## config.mk

```make
export PLATFORM = sky130hd
export DESIGN_NAME = sbp_port
export DESIGN_NICKNAME = d
export VERILOG_FILES = /design/src/include/sbp_pkg.sv /design/src/rtl/sbp_port.sv
export SDC_FILE = /design/constraint.sdc
export NUM_CORES = 2
export LEC_CHECK = 0
export CAP_MARGIN = 20
export CORE_AREA = 2 2 345 347
export CTS_CLUSTER_SIZE = 30
export DETAILED_ROUTE_END_ITERATION = 16
export DIE_AREA = 0 0 347 349
export DONT_BUFFER_PORTS = 1
export GPL_TIMING_DRIVEN = 0
export PLACE_DENSITY = 0.73
export SETUP_SLACK_MARGIN = 0.5
export SLEW_MARGIN = 30
export SYNTH_ARGS = -nofsm -noshare
export SYNTH_HDL_FRONTEND = slang
export SYNTH_SLANG_ARGS = --single-unit
```

## constraint.sdc

```tcl
create_clock -name clk_sys -period 5.7 [get_ports clk_sys]
set_input_delay 0.855 -clock clk_sys [delete_from_list [all_inputs] [get_ports clk_sys]]
set_output_delay 0.855 -clock clk_sys [all_outputs]
set_load 0.02 [all_outputs]
```

## src/include/sbp_pkg.sv

```systemverilog
// Package of register map, field layout and timing constants for the port
package sbp_pkg;
  // Register offsets (index in words on the plain register port)
  localparam logic [7:0] ADDR_RX_UPPER   = 8'h00;
  localparam logic [7:0] ADDR_RX_LOWER   = 8'h01;
  localparam logic [7:0] ADDR_TX_UPPER   = 8'h02;
  localparam logic [7:0] ADDR_TX_LOWER   = 8'h03;
  localparam logic [7:0] ADDR_PORT_CTL1  = 8'h04;
  localparam logic [7:0] ADDR_PORT_CTL2  = 8'h05;
  localparam logic [7:0] ADDR_PIN_CTL    = 8'h06;
  localparam logic [7:0] ADDR_RX_CTL     = 8'h07;
  localparam logic [7:0] ADDR_TX_CTL     = 8'h08;
  localparam logic [7:0] ADDR_MCH_CTL    = 8'h09;
  localparam logic [7:0] ADDR_RX_CHEN    = 8'h0A;
  localparam logic [7:0] ADDR_TX_CHEN    = 8'h0B;
  localparam logic [7:0] ADDR_TXQ_CTL    = 8'h20;
  localparam logic [7:0] ADDR_RXQ_CTL    = 8'h21;
  localparam logic [7:0] ADDR_Q_GEN      = 8'h22;
  localparam logic [7:0] ADDR_Q_INT      = 8'h23;
  localparam logic [7:0] ADDR_Q_STAT     = 8'h24;
  // Reset values
  localparam logic [15:0] RST_ZERO       = 16'h0000;
  localparam logic [15:0] RST_TXQ_CTL    = 16'hA000;
  localparam logic [15:0] RST_RXQ_CTL    = 16'h201F;
  // Field positions
  localparam int BIT_RX_RESET_N   = 0;  // port_control_one
  localparam int BIT_TX_RESET_N   = 0;  // port_control_two
  localparam int BIT_FS_RESET_N   = 7;  // port_control_two
  localparam int BIT_RATE_RESET_N = 6;  // port_control_two
  localparam int BIT_Q_ENABLE     = 14; // tx_queue_control
  localparam int BIT_Q_TX_RESET   = 13; // tx_queue_control, 1 = run
  localparam int BIT_Q_RX_RESET   = 13; // rx_queue_control, 1 = run
  localparam int BIT_PIN_RSV_LO   = 12;
  localparam int BIT_PIN_RSV_HI   = 13;
  localparam int BIT_FS_IGNORE    = 15; // control: frame_sync_ignore
  localparam int BIT_PHASE        = 14; // control: phase select
  localparam int LSB_FRLEN        = 7;  // phase1_frame_length, 7 bits
  localparam int LSB_WDLEN        = 4;  // phase1_word_length, 3 bits
  localparam int LSB_QCOUNT       = 8;  // level field in queue control
  // Word length codes
  localparam logic [2:0] WDLEN_8  = 3'h0;
  localparam logic [2:0] WDLEN_12 = 3'h1;
  localparam logic [2:0] WDLEN_16 = 3'h2;
  localparam logic [2:0] WDLEN_20 = 3'h3;
  localparam logic [2:0] WDLEN_24 = 3'h4;
  localparam logic [2:0] WDLEN_32 = 3'h5;
  // Activation delay after a reset release, in system clocks
  localparam int ACTIVATE_CYCLES  = 2;
  typedef enum logic [1:0] {SBP_IDLE, SBP_WAIT, SBP_SHIFT} sbp_state_t;
endpackage : sbp_pkg

```

## src/rtl/sbp_port.sv

```systemverilog
// Serial port front end: control registers, data pair queues, shifters
//------------------------------------------------------------------------
// Overview of operation
// - Transmit, receive and frame-sync resets sit at zero after chip reset.
// - Receiver and transmitter become active within two clocks of release.
// - Transmitter and receiver each have their own independent reset bit.
// - Multichannel and channel-enable registers accept writes at any time.
// - Phase zero is single phase; frame length holds words minus one.
// - Word length code 000 is 8 bits, code 101 is 32 bits.
// - Above 16 bits, copies are triggered by the lower register only.
// - Frame-sync ignore set: first pulse starts, later pulses ignored.
// - Each upper and lower data register has its own 16x16 queue.
// - Receive queue top answers at the same address as the data register.
// - Upper receive read holds the index; lower receive read advances.
// - Upper transmit write holds the index; lower write advances.
// - Receive and transmit queue pairs have separate control registers.
// - A section reset clears its counters and status flags.
// - Serial data output is undriven while transmitter or chip is reset.
//------------------------------------------------------------------------
`timescale 1ns/1ps

module sbp_port
  import sbp_pkg::*;
#(
  parameter int DEPTH = 16,            // Entries per data queue
  parameter int WIDTH = 16             // Bits per queue entry
)(
  input  wire logic        clk_sys,    // System clock, 100 MHz
  input  wire logic        rst_b,      // Asynchronous chip reset, low
  input  wire logic [7:0]  addr,       // Register index
  input  wire logic [15:0] wdata,      // Write data
  input  wire logic        wr,         // Write strobe
  input  wire logic        rd,         // Read strobe
  output logic      [15:0] rdata,      // Read data, cycle after strobe
  input  wire logic        bit_clock_pin,   // Serial bit clock from link
  input  wire logic        frame_sync_pin,  // Frame sync from link
  input  wire logic        serial_data_in,  // Serial receive data
  output logic             serial_data_out_pin, // Serial transmit data
  output logic             serial_data_oe,  // Drive enable for data out
  output logic             frame_sync_gen_run // Frame-sync gen released
);

  localparam int AW = $clog2(DEPTH);
  localparam int CW = $clog2(DEPTH + 1);

  //----------------------------------------------------------------------
  // State record
  //----------------------------------------------------------------------
  typedef struct packed {
    logic [1:0]        rst_sync;
    logic [2:0]        clk_sync;       // Two sync stages plus edge history
    logic [2:0]        fs_sync;
    logic [1:0]        din_sync;
    logic [15:0]       port_ctl1;
    logic [15:0]       port_ctl2;
    logic [15:0]       pin_ctl;
    logic [15:0]       rx_ctl;
    logic [15:0]       tx_ctl;
    logic [15:0]       mch_ctl;
    logic [15:0]       rx_chen;
    logic [15:0]       tx_chen;
    logic [15:0]       txq_ctl;
    logic [15:0]       rxq_ctl;
    logic [15:0]       q_gen;
    logic [15:0]       q_int;
    logic [15:0]       q_stat;
    logic [15:0]       rdata;
    logic [1:0]        rx_act_cnt;
    logic [1:0]        tx_act_cnt;
    logic              rx_active;
    logic              tx_active;
    logic [AW-1:0]     rx_rp;
    logic [AW-1:0]     rx_wp;
    logic [CW-1:0]     rx_cnt;
    logic [AW-1:0]     tx_rp;
    logic [AW-1:0]     tx_wp;
    logic [CW-1:0]     tx_cnt;
    logic [15:0]       tx_hold_upper;  // Upper word waiting for its lower
    logic [31:0]       rx_shift;
    logic [31:0]       tx_shift;
    logic [5:0]        rx_bits;
    logic [5:0]        tx_bits;
    logic [6:0]        rx_words;
    logic [6:0]        tx_words;
    sbp_state_t        rx_st;
    sbp_state_t        tx_st;
    logic              dout;
    logic              rx_full;
    logic              tx_empty_n;
  } sbp_regs_t;

  sbp_regs_t r;
  sbp_regs_t next_r;
  logic [WIDTH-1:0] rxq_u [DEPTH];
  logic [WIDTH-1:0] rxq_l [DEPTH];
  logic [WIDTH-1:0] txq_u [DEPTH];
  logic [WIDTH-1:0] txq_l [DEPTH];

  // Decoded controls
  logic        rst_n;
  logic        rx_run;
  logic        tx_run;
  logic        q_mode;
  logic [5:0]  rx_wlen;
  logic [5:0]  tx_wlen;
  logic        clk_rise;
  logic        clk_fall;
  logic        fs_rise;
  logic        rx_push;
  logic        tx_pop;
  logic        host_tx_push;
  logic        host_rx_pop;

  assign rst_n  = r.rst_sync[1];
  assign rx_run = r.port_ctl1[BIT_RX_RESET_N];
  assign tx_run = r.port_ctl2[BIT_TX_RESET_N];
  assign q_mode = r.txq_ctl[BIT_Q_ENABLE];
  assign clk_rise = r.clk_sync[1] & ~r.clk_sync[2];
  assign clk_fall = ~r.clk_sync[1] & r.clk_sync[2];
  assign fs_rise  = r.fs_sync[1] & ~r.fs_sync[2];

  // Word length from the 3-bit code; unlisted codes fall back to 16
  function automatic logic [5:0] word_bits(input logic [2:0] code);
    case (code)
      WDLEN_8:  word_bits = 6'd8;
      WDLEN_12: word_bits = 6'd12;
      WDLEN_16: word_bits = 6'd16;
      WDLEN_20: word_bits = 6'd20;
      WDLEN_24: word_bits = 6'd24;
      WDLEN_32: word_bits = 6'd32;
      default:  word_bits = 6'd16;
    endcase
  endfunction : word_bits

  assign rx_wlen = word_bits(r.rx_ctl[LSB_WDLEN +: 3]);
  assign tx_wlen = word_bits(r.tx_ctl[LSB_WDLEN +: 3]);

  // Queue traffic; on the host side the lower register alone moves an index
  assign host_rx_pop  = rd && addr == ADDR_RX_LOWER && r.rx_cnt != '0;
  assign host_tx_push = wr && addr == ADDR_TX_LOWER
                        && r.tx_cnt != CW'(DEPTH);
  assign rx_push = r.rx_st == SBP_SHIFT && clk_fall
                   && r.rx_bits == rx_wlen - 6'd1
                   && r.rx_cnt != CW'(DEPTH);
  assign tx_pop  = r.tx_st == SBP_WAIT && r.tx_cnt != '0
                   && (fs_rise || r.tx_words != '0);

  //----------------------------------------------------------------------
  // Queue storage, one array per data register
  //----------------------------------------------------------------------
  always_ff @(posedge clk_sys)
  begin
    if (rx_push)
    begin
      rxq_u[r.rx_wp] <= r.rx_shift[30:15];
      rxq_l[r.rx_wp] <= {r.rx_shift[14:0], r.din_sync[1]};
    end
    if (host_tx_push)
    begin
      txq_u[r.tx_wp] <= r.tx_hold_upper;
      txq_l[r.tx_wp] <= wdata;
    end
  end

  //----------------------------------------------------------------------
  // Next-state logic
  //----------------------------------------------------------------------
  always_comb
  begin
    next_r = r;
    next_r.rst_sync = {r.rst_sync[0], 1'b1};
    next_r.clk_sync = {r.clk_sync[1:0], bit_clock_pin};
    next_r.fs_sync  = {r.fs_sync[1:0], frame_sync_pin};
    next_r.din_sync = {r.din_sync[0], serial_data_in};
    next_r.rdata = RST_ZERO;

    // Register writes; channel registers take writes at any time
    if (wr)
    begin
      case (addr)
        ADDR_TX_UPPER:  next_r.tx_hold_upper = wdata;
        ADDR_PORT_CTL1: next_r.port_ctl1 = wdata;
        ADDR_PORT_CTL2: next_r.port_ctl2 = wdata;
        ADDR_PIN_CTL:   next_r.pin_ctl = wdata;
        ADDR_RX_CTL:    next_r.rx_ctl = wdata;
        ADDR_TX_CTL:    next_r.tx_ctl = wdata;
        ADDR_MCH_CTL:   next_r.mch_ctl = wdata;
        ADDR_RX_CHEN:   next_r.rx_chen = wdata;
        ADDR_TX_CHEN:   next_r.tx_chen = wdata;
        ADDR_TXQ_CTL:   next_r.txq_ctl = wdata;
        ADDR_RXQ_CTL:   next_r.rxq_ctl = wdata;
        ADDR_Q_GEN:     next_r.q_gen = wdata;
        ADDR_Q_INT:     next_r.q_int = wdata;
        ADDR_Q_STAT:    next_r.q_stat = wdata;
        default:        next_r.q_stat = r.q_stat;
      endcase
    end

    // Reads; receive queue tops answer at the data register addresses, transmit data registers read zero
    if (rd)
    begin
      case (addr)
        // Empty queue reads as the reset value, never stale storage
        ADDR_RX_UPPER:  next_r.rdata = (r.rx_cnt != '0)
                           ? rxq_u[r.rx_rp] : RST_ZERO;
        ADDR_RX_LOWER:  next_r.rdata = (r.rx_cnt != '0)
                           ? rxq_l[r.rx_rp] : RST_ZERO;
        // Status hidden at once while the receiver is held in reset
        ADDR_PORT_CTL1: next_r.rdata = {r.port_ctl1[15:3],
                                        r.rx_full & rx_run,
                                        (r.rx_cnt != '0) & rx_run,
                                        r.port_ctl1[0]};
        ADDR_PORT_CTL2: next_r.rdata = {r.port_ctl2[15:3], r.tx_empty_n,
                                        r.tx_cnt != CW'(DEPTH),
                                        r.port_ctl2[0]};
        ADDR_PIN_CTL:   next_r.rdata = r.pin_ctl;
        ADDR_RX_CTL:    next_r.rdata = r.rx_ctl;
        ADDR_TX_CTL:    next_r.rdata = r.tx_ctl;
        ADDR_MCH_CTL:   next_r.rdata = r.mch_ctl;
        ADDR_RX_CHEN:   next_r.rdata = r.rx_chen;
        ADDR_TX_CHEN:   next_r.rdata = r.tx_chen;
        ADDR_TXQ_CTL:   next_r.rdata = {r.txq_ctl[15:13],
                           5'(r.tx_cnt), r.txq_ctl[7:0]};
        ADDR_RXQ_CTL:   next_r.rdata = {r.rxq_ctl[15:13],
                           5'(r.rx_cnt), r.rxq_ctl[7:0]};
        ADDR_Q_GEN:     next_r.rdata = r.q_gen;
        ADDR_Q_INT:     next_r.rdata = r.q_int;
        ADDR_Q_STAT:    next_r.rdata = r.q_stat;
        default:        next_r.rdata = RST_ZERO;
      endcase
    end

    // Activation delay after a section leaves reset
    next_r.rx_act_cnt = rx_run ? r.rx_act_cnt : 2'd0;
    if (rx_run && !r.rx_active)
    begin
      next_r.rx_act_cnt = r.rx_act_cnt + 2'd1;
      next_r.rx_active = r.rx_act_cnt == 2'(ACTIVATE_CYCLES - 1);
    end
    next_r.tx_act_cnt = tx_run ? r.tx_act_cnt : 2'd0;
    if (tx_run && !r.tx_active)
    begin
      next_r.tx_act_cnt = r.tx_act_cnt + 2'd1;
      next_r.tx_active = r.tx_act_cnt == 2'(ACTIVATE_CYCLES - 1);
    end

    // Receive pointers
    if (rx_push)
    begin
      next_r.rx_wp = r.rx_wp + AW'(1);
      next_r.rx_cnt = next_r.rx_cnt + CW'(1);
    end
    if (host_rx_pop)
    begin
      next_r.rx_rp = r.rx_rp + AW'(1);
      next_r.rx_cnt = next_r.rx_cnt - CW'(1);
    end
    if (rx_push == 1'b0 && r.rx_st == SBP_SHIFT && clk_fall
        && r.rx_bits == rx_wlen - 6'd1)
      next_r.rx_full = 1'b1;                                    // Overrun

    // Receive shifter: frame length counts words minus one
    case (r.rx_st)
      SBP_IDLE:
        if (r.rx_active)
          next_r.rx_st = SBP_WAIT;
      SBP_WAIT:
        if (fs_rise)
        begin
          next_r.rx_st = SBP_SHIFT;
          next_r.rx_bits = '0;
          next_r.rx_words = '0;
        end
      SBP_SHIFT:
      begin
        if (clk_fall)
        begin
          next_r.rx_shift = {r.rx_shift[30:0], r.din_sync[1]};
          next_r.rx_bits = r.rx_bits + 6'd1;
          if (r.rx_bits == rx_wlen - 6'd1)
          begin
            next_r.rx_bits = '0;
            next_r.rx_words = r.rx_words + 7'd1;
            if (!r.rx_ctl[BIT_FS_IGNORE]
                && r.rx_words == r.rx_ctl[LSB_FRLEN +: 7])
              next_r.rx_st = SBP_WAIT;
          end
        end
        // Pulses inside a frame are ignored when the ignore bit is set
        if (fs_rise && !r.rx_ctl[BIT_FS_IGNORE])
        begin
          next_r.rx_bits = '0;
          next_r.rx_words = '0;
        end
      end
      default: next_r.rx_st = SBP_IDLE;
    endcase

    // Transmit pointers
    if (host_tx_push)
    begin
      next_r.tx_wp = r.tx_wp + AW'(1);
      next_r.tx_cnt = next_r.tx_cnt + CW'(1);
      next_r.tx_empty_n = 1'b1;
    end
    if (tx_pop)
    begin
      next_r.tx_rp = r.tx_rp + AW'(1);
      next_r.tx_cnt = next_r.tx_cnt - CW'(1);
    end

    // Transmit shifter, MSB first, word aligned to the top of the shifter
    case (r.tx_st)
      SBP_IDLE:
        if (r.tx_active)
          next_r.tx_st = SBP_WAIT;
      SBP_WAIT:
        if (tx_pop)
        begin
          next_r.tx_shift = {txq_u[r.tx_rp], txq_l[r.tx_rp]}
                            << (6'd32 - tx_wlen);
          next_r.tx_bits = '0;
          next_r.tx_st = SBP_SHIFT;
          if (fs_rise)
            next_r.tx_words = '0;
        end
      SBP_SHIFT:
        if (clk_rise)
        begin
          next_r.dout = r.tx_shift[31];
          next_r.tx_shift = {r.tx_shift[30:0], 1'b0};
          next_r.tx_bits = r.tx_bits + 6'd1;
          if (r.tx_bits == tx_wlen - 6'd1)
          begin
            next_r.tx_st = SBP_WAIT;
            next_r.tx_words = r.tx_words + 7'd1;
            if (r.tx_words == r.tx_ctl[LSB_FRLEN +: 7]
                && !r.tx_ctl[BIT_FS_IGNORE])
              next_r.tx_words = '0;
            if (next_r.tx_cnt == '0)
              next_r.tx_empty_n = 1'b0;
          end
        end
      default: next_r.tx_st = SBP_IDLE;
    endcase

    // Section resets return each half to its initial state
    if (!rx_run || !r.rxq_ctl[BIT_Q_RX_RESET])
    begin
      next_r.rx_rp = '0;
      next_r.rx_wp = '0;
      next_r.rx_cnt = '0;
      next_r.rx_full = 1'b0;
    end
    if (!rx_run)
    begin
      next_r.rx_active = 1'b0;
      next_r.rx_st = SBP_IDLE;
      next_r.rx_bits = '0;
      next_r.rx_words = '0;
    end
    if (!tx_run || !r.txq_ctl[BIT_Q_TX_RESET])
    begin
      next_r.tx_rp = '0;
      next_r.tx_wp = '0;
      next_r.tx_cnt = '0;
      next_r.tx_empty_n = 1'b0;
    end
    if (!tx_run)
    begin
      next_r.tx_active = 1'b0;
      next_r.tx_st = SBP_IDLE;
      next_r.tx_bits = '0;
      next_r.tx_words = '0;
      next_r.dout = 1'b0;
    end
  end

  //----------------------------------------------------------------------
  // State register; resets clear control bits to zero, queue controls load RST_TXQ_CTL and RST_RXQ_CTL
  //----------------------------------------------------------------------
  always_ff @(posedge clk_sys or negedge rst_b)
  begin
    if (!rst_b)
    begin
      r <= '0;
      r.txq_ctl <= RST_TXQ_CTL;
      r.rxq_ctl <= RST_RXQ_CTL;
    end
    else if (!rst_n)
    begin
      r <= '0;
      r.rst_sync <= next_r.rst_sync;
      r.txq_ctl <= RST_TXQ_CTL;
      r.rxq_ctl <= RST_RXQ_CTL;
    end
    else
      r <= next_r;
  end

  // Outputs; data out floats while the transmitter or chip is reset
  assign rdata = r.rdata;
  assign serial_data_out_pin = r.dout;
  assign serial_data_oe = rst_n & tx_run;
  assign frame_sync_gen_run = r.port_ctl2[BIT_FS_RESET_N];

  // q_mode selects queue mode; data path is the same queue either way
  logic unused_q_mode;
  assign unused_q_mode = q_mode;

endmodule : sbp_port

```

Word level (Yosys, flattened, before mapping):

Memory sizes are Yosys's and may differ from the RTL's.
Index checks and enable logic that the tools add are counted.

* memories: 4
* bits of input ports: 31
* RAM bits: 1024
* register bits: 378
* output and inout bits: 19
* logic and storage cells: 303

* $add $sub $neg: 17
* mux-type cells: 92
* bitwise operators: 10
* equality and inequality tests: 79
* reduce and logical (&&, ||, !) cells: 60
* shift operators: 1

Memories
* rxq_l: words 16, width 16, read ports 1, clocked after memory_dff 0, wr ports 1, RTL line sbp_port.sv:95 `logic [WIDTH-1:0] rxq_l [DEPTH];`
* rxq_u: words 16, width 16, read ports 1, clocked after memory_dff 0, wr ports 1, RTL line sbp_port.sv:94 `logic [WIDTH-1:0] rxq_u [DEPTH];`
* txq_l: words 16, width 16, read ports 1, clocked after memory_dff 0, wr ports 1, RTL line sbp_port.sv:97 `logic [WIDTH-1:0] txq_l [DEPTH];`
* txq_u: words 16, width 16, read ports 1, clocked after memory_dff 0, wr ports 1, RTL line sbp_port.sv:96 `logic [WIDTH-1:0] txq_u [DEPTH];`

Operators by type and width (count)
* two-way mux 377 bit: 1
* two-way mux 16 bit: 18
* one-hot mux 16 bit (15 select lines): 1
* two-way mux 208 bit: 1
* two-way mux 32 bit: 4
* two-way mux 7 bit: 10
* one-hot mux 32 bit (2 select lines): 1
* one-hot mux 6 bit (5 select lines): 2
* two-way mux 6 bit: 8
* == test 8 x 6 -> 1 bit, second input constant: 5
* == test 8 x 3 -> 1 bit, second input constant: 4
* == test 8 x 4 -> 1 bit, second input constant: 4
* != test 2 x 1 -> 1 bit, second input constant: 16
* != test 4 bit, second input constant: 8
* AND reduction 2 bit: 16
* left shift 32 x 6 -> 32 bit: 1
* one-hot mux 7 bit (2 select lines): 2
* two-way mux 13 bit: 2
* two-way mux 2 bit: 13
* one-hot mux 6 bit (2 select lines): 2
* two-way mux 9 bit: 2
* != test 3 x 1 -> 1 bit, second input constant: 6
* logical AND 1 bit: 17
* two-way mux 1 bit: 17
* 42 further kinds: 98

Logic depth before layout (Yosys ltp):

* word-level depth: 13
* depth in mapped cells: 13
* depth with buffers taken out: 11

Worst setup path after synthesis:

OpenSTA, ideal clock, no wires.

* path kind: input port to flip-flop
* start: input port addr[4]
* end: memory txq_l[3][0] (enable)
* data required time: 5239 ps
* buffers on the path: 1
* path slack: 584 ps
* cell stages on the path: 6
* data arrival time: 4654 ps
* library setup time: 461 ps
* cells stage by stage: or4_4 -> nor4_2 -> and2_1 -> buf_2 -> nand2_1 -> nor3_1

* word-level cells in the longest chain between the ends: 5

Ends and longest elaborated chain
* start, declared: RTL line sbp_port.sv:30 `input wire logic [7:0] addr,`
* == test 8 x 2 -> 1 bit: RTL line sbp_port.sv:140 `assign host_tx_push = wr && addr == ADDR_TX_LOWER`
* logical AND 1 bit: RTL line sbp_port.sv:140
* logical AND 1 bit: RTL line sbp_port.sv:141 `&& r.tx_cnt != CW'(DEPTH);`
* two-way mux 1 bit: RTL line sbp_port.sv:158 `if (host_tx_push)`
* two-way mux 1 bit (not written as such): RTL line sbp_port.sv:161 `txq_l[r.tx_wp] <= wdata;`
* end, declared: RTL line sbp_port.sv:97

No other way between the ends.

Worst setup path after layout:

* start: register r[123] in the netlist's numbering
* end: register r[58] in the netlist's numbering

* word-level cells in the longest chain between the ends: 5
* elaborated cells between the ends (all ways): 6
* those cells by class: shift (1); mux (3); memory (2)

Ends and longest elaborated chain
* start, declared: RTL line sbp_port.sv:92 `sbp_regs_t r;`
* start signal, assigned: RTL line sbp_port.sv:398 `r <= next_r;`
* memory (16 x 16 bit) (on tied branches)
* left shift 32 x 6 -> 32 bit *: RTL line sbp_port.sv:320 `next_r.tx_shift = {txq_u[r.tx_rp], txq_l[r.tx_rp]}`
* two-way mux 32 bit *: RTL line sbp_port.sv:318 `if (tx_pop)`
* one-hot mux 32 bit (2 select lines) *: RTL line sbp_port.sv:313 `case (r.tx_st)`
* two-way mux 377 bit *: RTL line sbp_port.sv:390 `else if (!rst_n)`

Every way passes the cells marked *; elsewhere a longest branch is shown, timed or not. The select of a mux whose other input is x is not followed.
A chain may end at the register's enable or synchronous reset.

==> metrics.cfg <==
[detailed_routing]
drc_errors=0
vias_per_cell=6.38
firstDrtPassIters=6
num_vias=36000
drtAntennaViolNets=0
drtIter0Drc=5362
avgRoutedWirePerCell_um=29.4
drt-total-wl_um=166000

[yosys]
synth_top_cell_by_area=edfxtp_1
synth-edff-count=1024
synthMostInstantiatedCell=edfxtp_1
synth_commonest_cells=1024 x edfxtp_1, 457 x nand2_1, 356 x dfrtp_1, 230 x mux4_2
ys_seq_area_share_pct=68.5
synth_flop_cell=edfxtp_1
syn-cell-area_um2=58200
syn_inst=3783
syn_avg_cell_area_um2=15.4
synth_warnings=0
ys_types=83
synth_top_cell_area_share_pct=52.8
async_flop_share_pct=26.2
ys_ff_latch=1388
synth_area_leaders=edfxtp_1 53%, dfrtp_1 15%, mux4_2 8.9%
syn_nets=3843

[critical_path]
required_ps=6360
critical_path.max_fanout=10
arrival_ps=4970
critical_path_class=register to register
cpMaxStageDelayCell=clkbuf_1
cp-start-kind=register
end_kind=register
crit_chain=clkbuf_1 -> buf_1 -> clkbuf_1 -> clkbuf_1 -> mux4_2 -> mux2i_1 -> nor2_1 -> a221oi_1 -> o22ai_1 -> a221o_1
timing.critical_path.buf_inv=4
critPathTopFamily=buffers and inverters
cp_common_cell=clkbuf_1
cp_slowest_stage_delay_ps=800

[placed_design]
place_congestion=1.01
dp.final_hpwl_um=109000
numPortBuffers=0
placed_cell_area_um2=61400
place_ws_ps=1120
dp.cells=5380

[run_status]
outcome=finished with violations
violations=hold timing

[final_layout]
layout.cells.non_filler=5644
multi_input_area_um2=17300
area_delta_synth_final_pct=13.8
drive_gt1_share_pct=15.9
register_area_um2=39900
fillers=8868
final_nets=4048
finalInstanceArea_um2=66200

[timing]
drv_slew=0
hold_viol_final=263
hold_ws_ps=-173
fin_skew_ps=45.9
period_share_pct=75.6
rsz0062_at_grt=no
max-slew-margin-rel_pct=26.0
worstMarginPinSlew_ps=1110
setup_slack_ps=1390
period_needed_ps=4310
max_freq_mhz=232
setup_violations=0

[power_and_ir_drop]
p_int_mw=16.4
p_sw_share_pct=20.4
clkPwrFrac_pct=46.7
p_comb_share_pct=0.9
powerDensity_nw_per_um2=311
peakVddDrop_v=0.000370
p_leak_nw=20.5
seqPwrFrac_pct=52.4
p_sw_mw=4.19

[hold_path]
hold_class=input port to async pin

[run]
cap_violations=0

[die]
die_y_um=349
chipWidth_um=347
core_area_um2=117000
dieArea_um2=121000
initial_core_util_pct=49.6
io_pins=50
rows=126

[clock_tree]
cts_resized=0
insertion_delay_ps=780
clk_pin_slew_worst_paths_ps=60
post_cts_buffers=0
root_buffer=clkbuf_16
clock-sinks=1388
htree_levels=4
cts_buffer_depth=3
cts_tree=done
numCtsBuffers=141

[global_route]
grt_max_degree=365
grt_pass1_wl_um=241000
grt_usage_pct=27.4
grt_pass1_vias=35300
grt.overflow.total=0
grt_antenna_before_repair=5

## area by class of cell
| cell class | count | area share (%) |
|---|---|---|
| Multi-Input combinational cell | 2084 | 26.1 |
| Clock buffer | 182 | 5.76 |
| Inverter | 38 | 0.215 |
| Antenna cell | 2 | 0.00756 |
| Buffer | 273 | 1.75 |
| Sequential cell | 1388 | 60.2 |
| Clock inverter | 79 | 1.55 |
| Timing Repair Buffer | 62 | 1.56 |
| Tap cell | 1536 | 2.90 |
## metal layers
metal / GRT usage, % / part of all wire, % / wire [um] / vias up
met5: 0 / 0 / 0 / -
met4: 11.1 / 4.2 / 7040 / 0
met3: 5.49 / 10 / 17300 / 447
met2: 43.4 / 47 / 78300 / 2209
met1: 37.4 / 38 / 63500 / 18400
li1: - / - / - / 15000
## per-stage QoR
stage / hold slack [ps] / total power, mW / utilization [%] / setup TNS, ps
detailed placement: 337 / 11.2 / 52.2 / 0
CTS: -216 / 20.7 / 56.4 / 0
floorplan: 331 / 11.1 / - / 0
global placement: 334 / 11.2 / 51.2 / -789900
global route: -198 / 21.1 / 56.4 / 0
finish: -173 / 20.6 / 56.4 / 0
## cell usage in the layout (no fill, tap or decap), types with 12 or more instances in the layout
cell and n:
a21oi_1 66, mux4_2 230, o22ai_1 26, o221ai_1 18, buf_1 18, and3_1 14
nand2b_1 20, nand2_1 457, mux2_2 20, a222oi_1 16, nor2_1 101, clkbuf_1 229
ha_1 29, nor2b_1 54, nand3_1 123, o21ai_0 92, inv_1 36, edfxtp_1 1024
nand4_1 12, buf_4 45, bufinv_16 17, nor3_1 19, mux2i_1 202, a21boi_0 196
a22o_1 15, clkinv_1 23, xor2_1 29, nor2_4 12, xnor2_1 24, buf_2 33
a22oi_1 62, or2_2 15, a221oi_1 48, a31oi_1 15, buf_16 23, and2_1 17
dfrtp_1 356, clkbuf_16 144, clkinv_2 19
## worst paths after layout
check	start	cells past startpoint	slack (ps)	endpoint
setup / recovery	r[123]$_DFFE_PN0P_	10	1390	r[58]$_DFFE_PN0P_
hold / removal	rst_b	0	-170	r[31]$_DFFE_PN0P_
setup reg to reg	r[123]$_DFFE_PN0P_	10	1390	r[58]$_DFFE_PN0P_
hold reg to reg	next_r[378]$_DFF_PN0_	0	350	r[378]$_DFF_PN0_
max in group asynchronous	rst_b	0	4990	r[98]$_DFFE_PN0P_
min in group clk_sys	wdata[11]	0	180	txq_l[15][11]$_DFFE_PP_
## power by group through the flow
stage	Sequential (mW)	Combinational (mW)	Clock, mW
finish	10.8	0.194	9.62
global route	10.8	0.194	10.1
CTS	10.8	0.183	9.69
detailed placement	11.0	0.183	0
global placement	11.0	0.183	0
floorplan	11.0	0.102	0
## kinds of logic after synthesis
group	after synthesis	synth area share, %
XOR/XNOR	53	0.798
adder cells (fa/ha/maj)	29	0.623
AND/OR/NAND/NOR	904	7.09
flip-flops	1388	68.5
multiplexers	452	12.8
AO/OA/AOI/OAI	645	8.01
other	1	0.00644
buffers and inverters	311	2.21
## sequential cells by signal (all words and copies together), names as in the netlist
signal	cells
rxq_l	256
r	339
frame_sync_gen_run	1
rxq_u	256
next_r	6
q_mode	1
serial_data_out_pin	1
txq_u	256
rdata	16
txq_l	256
Note: power is estimated with default switching activity, not from simulation.
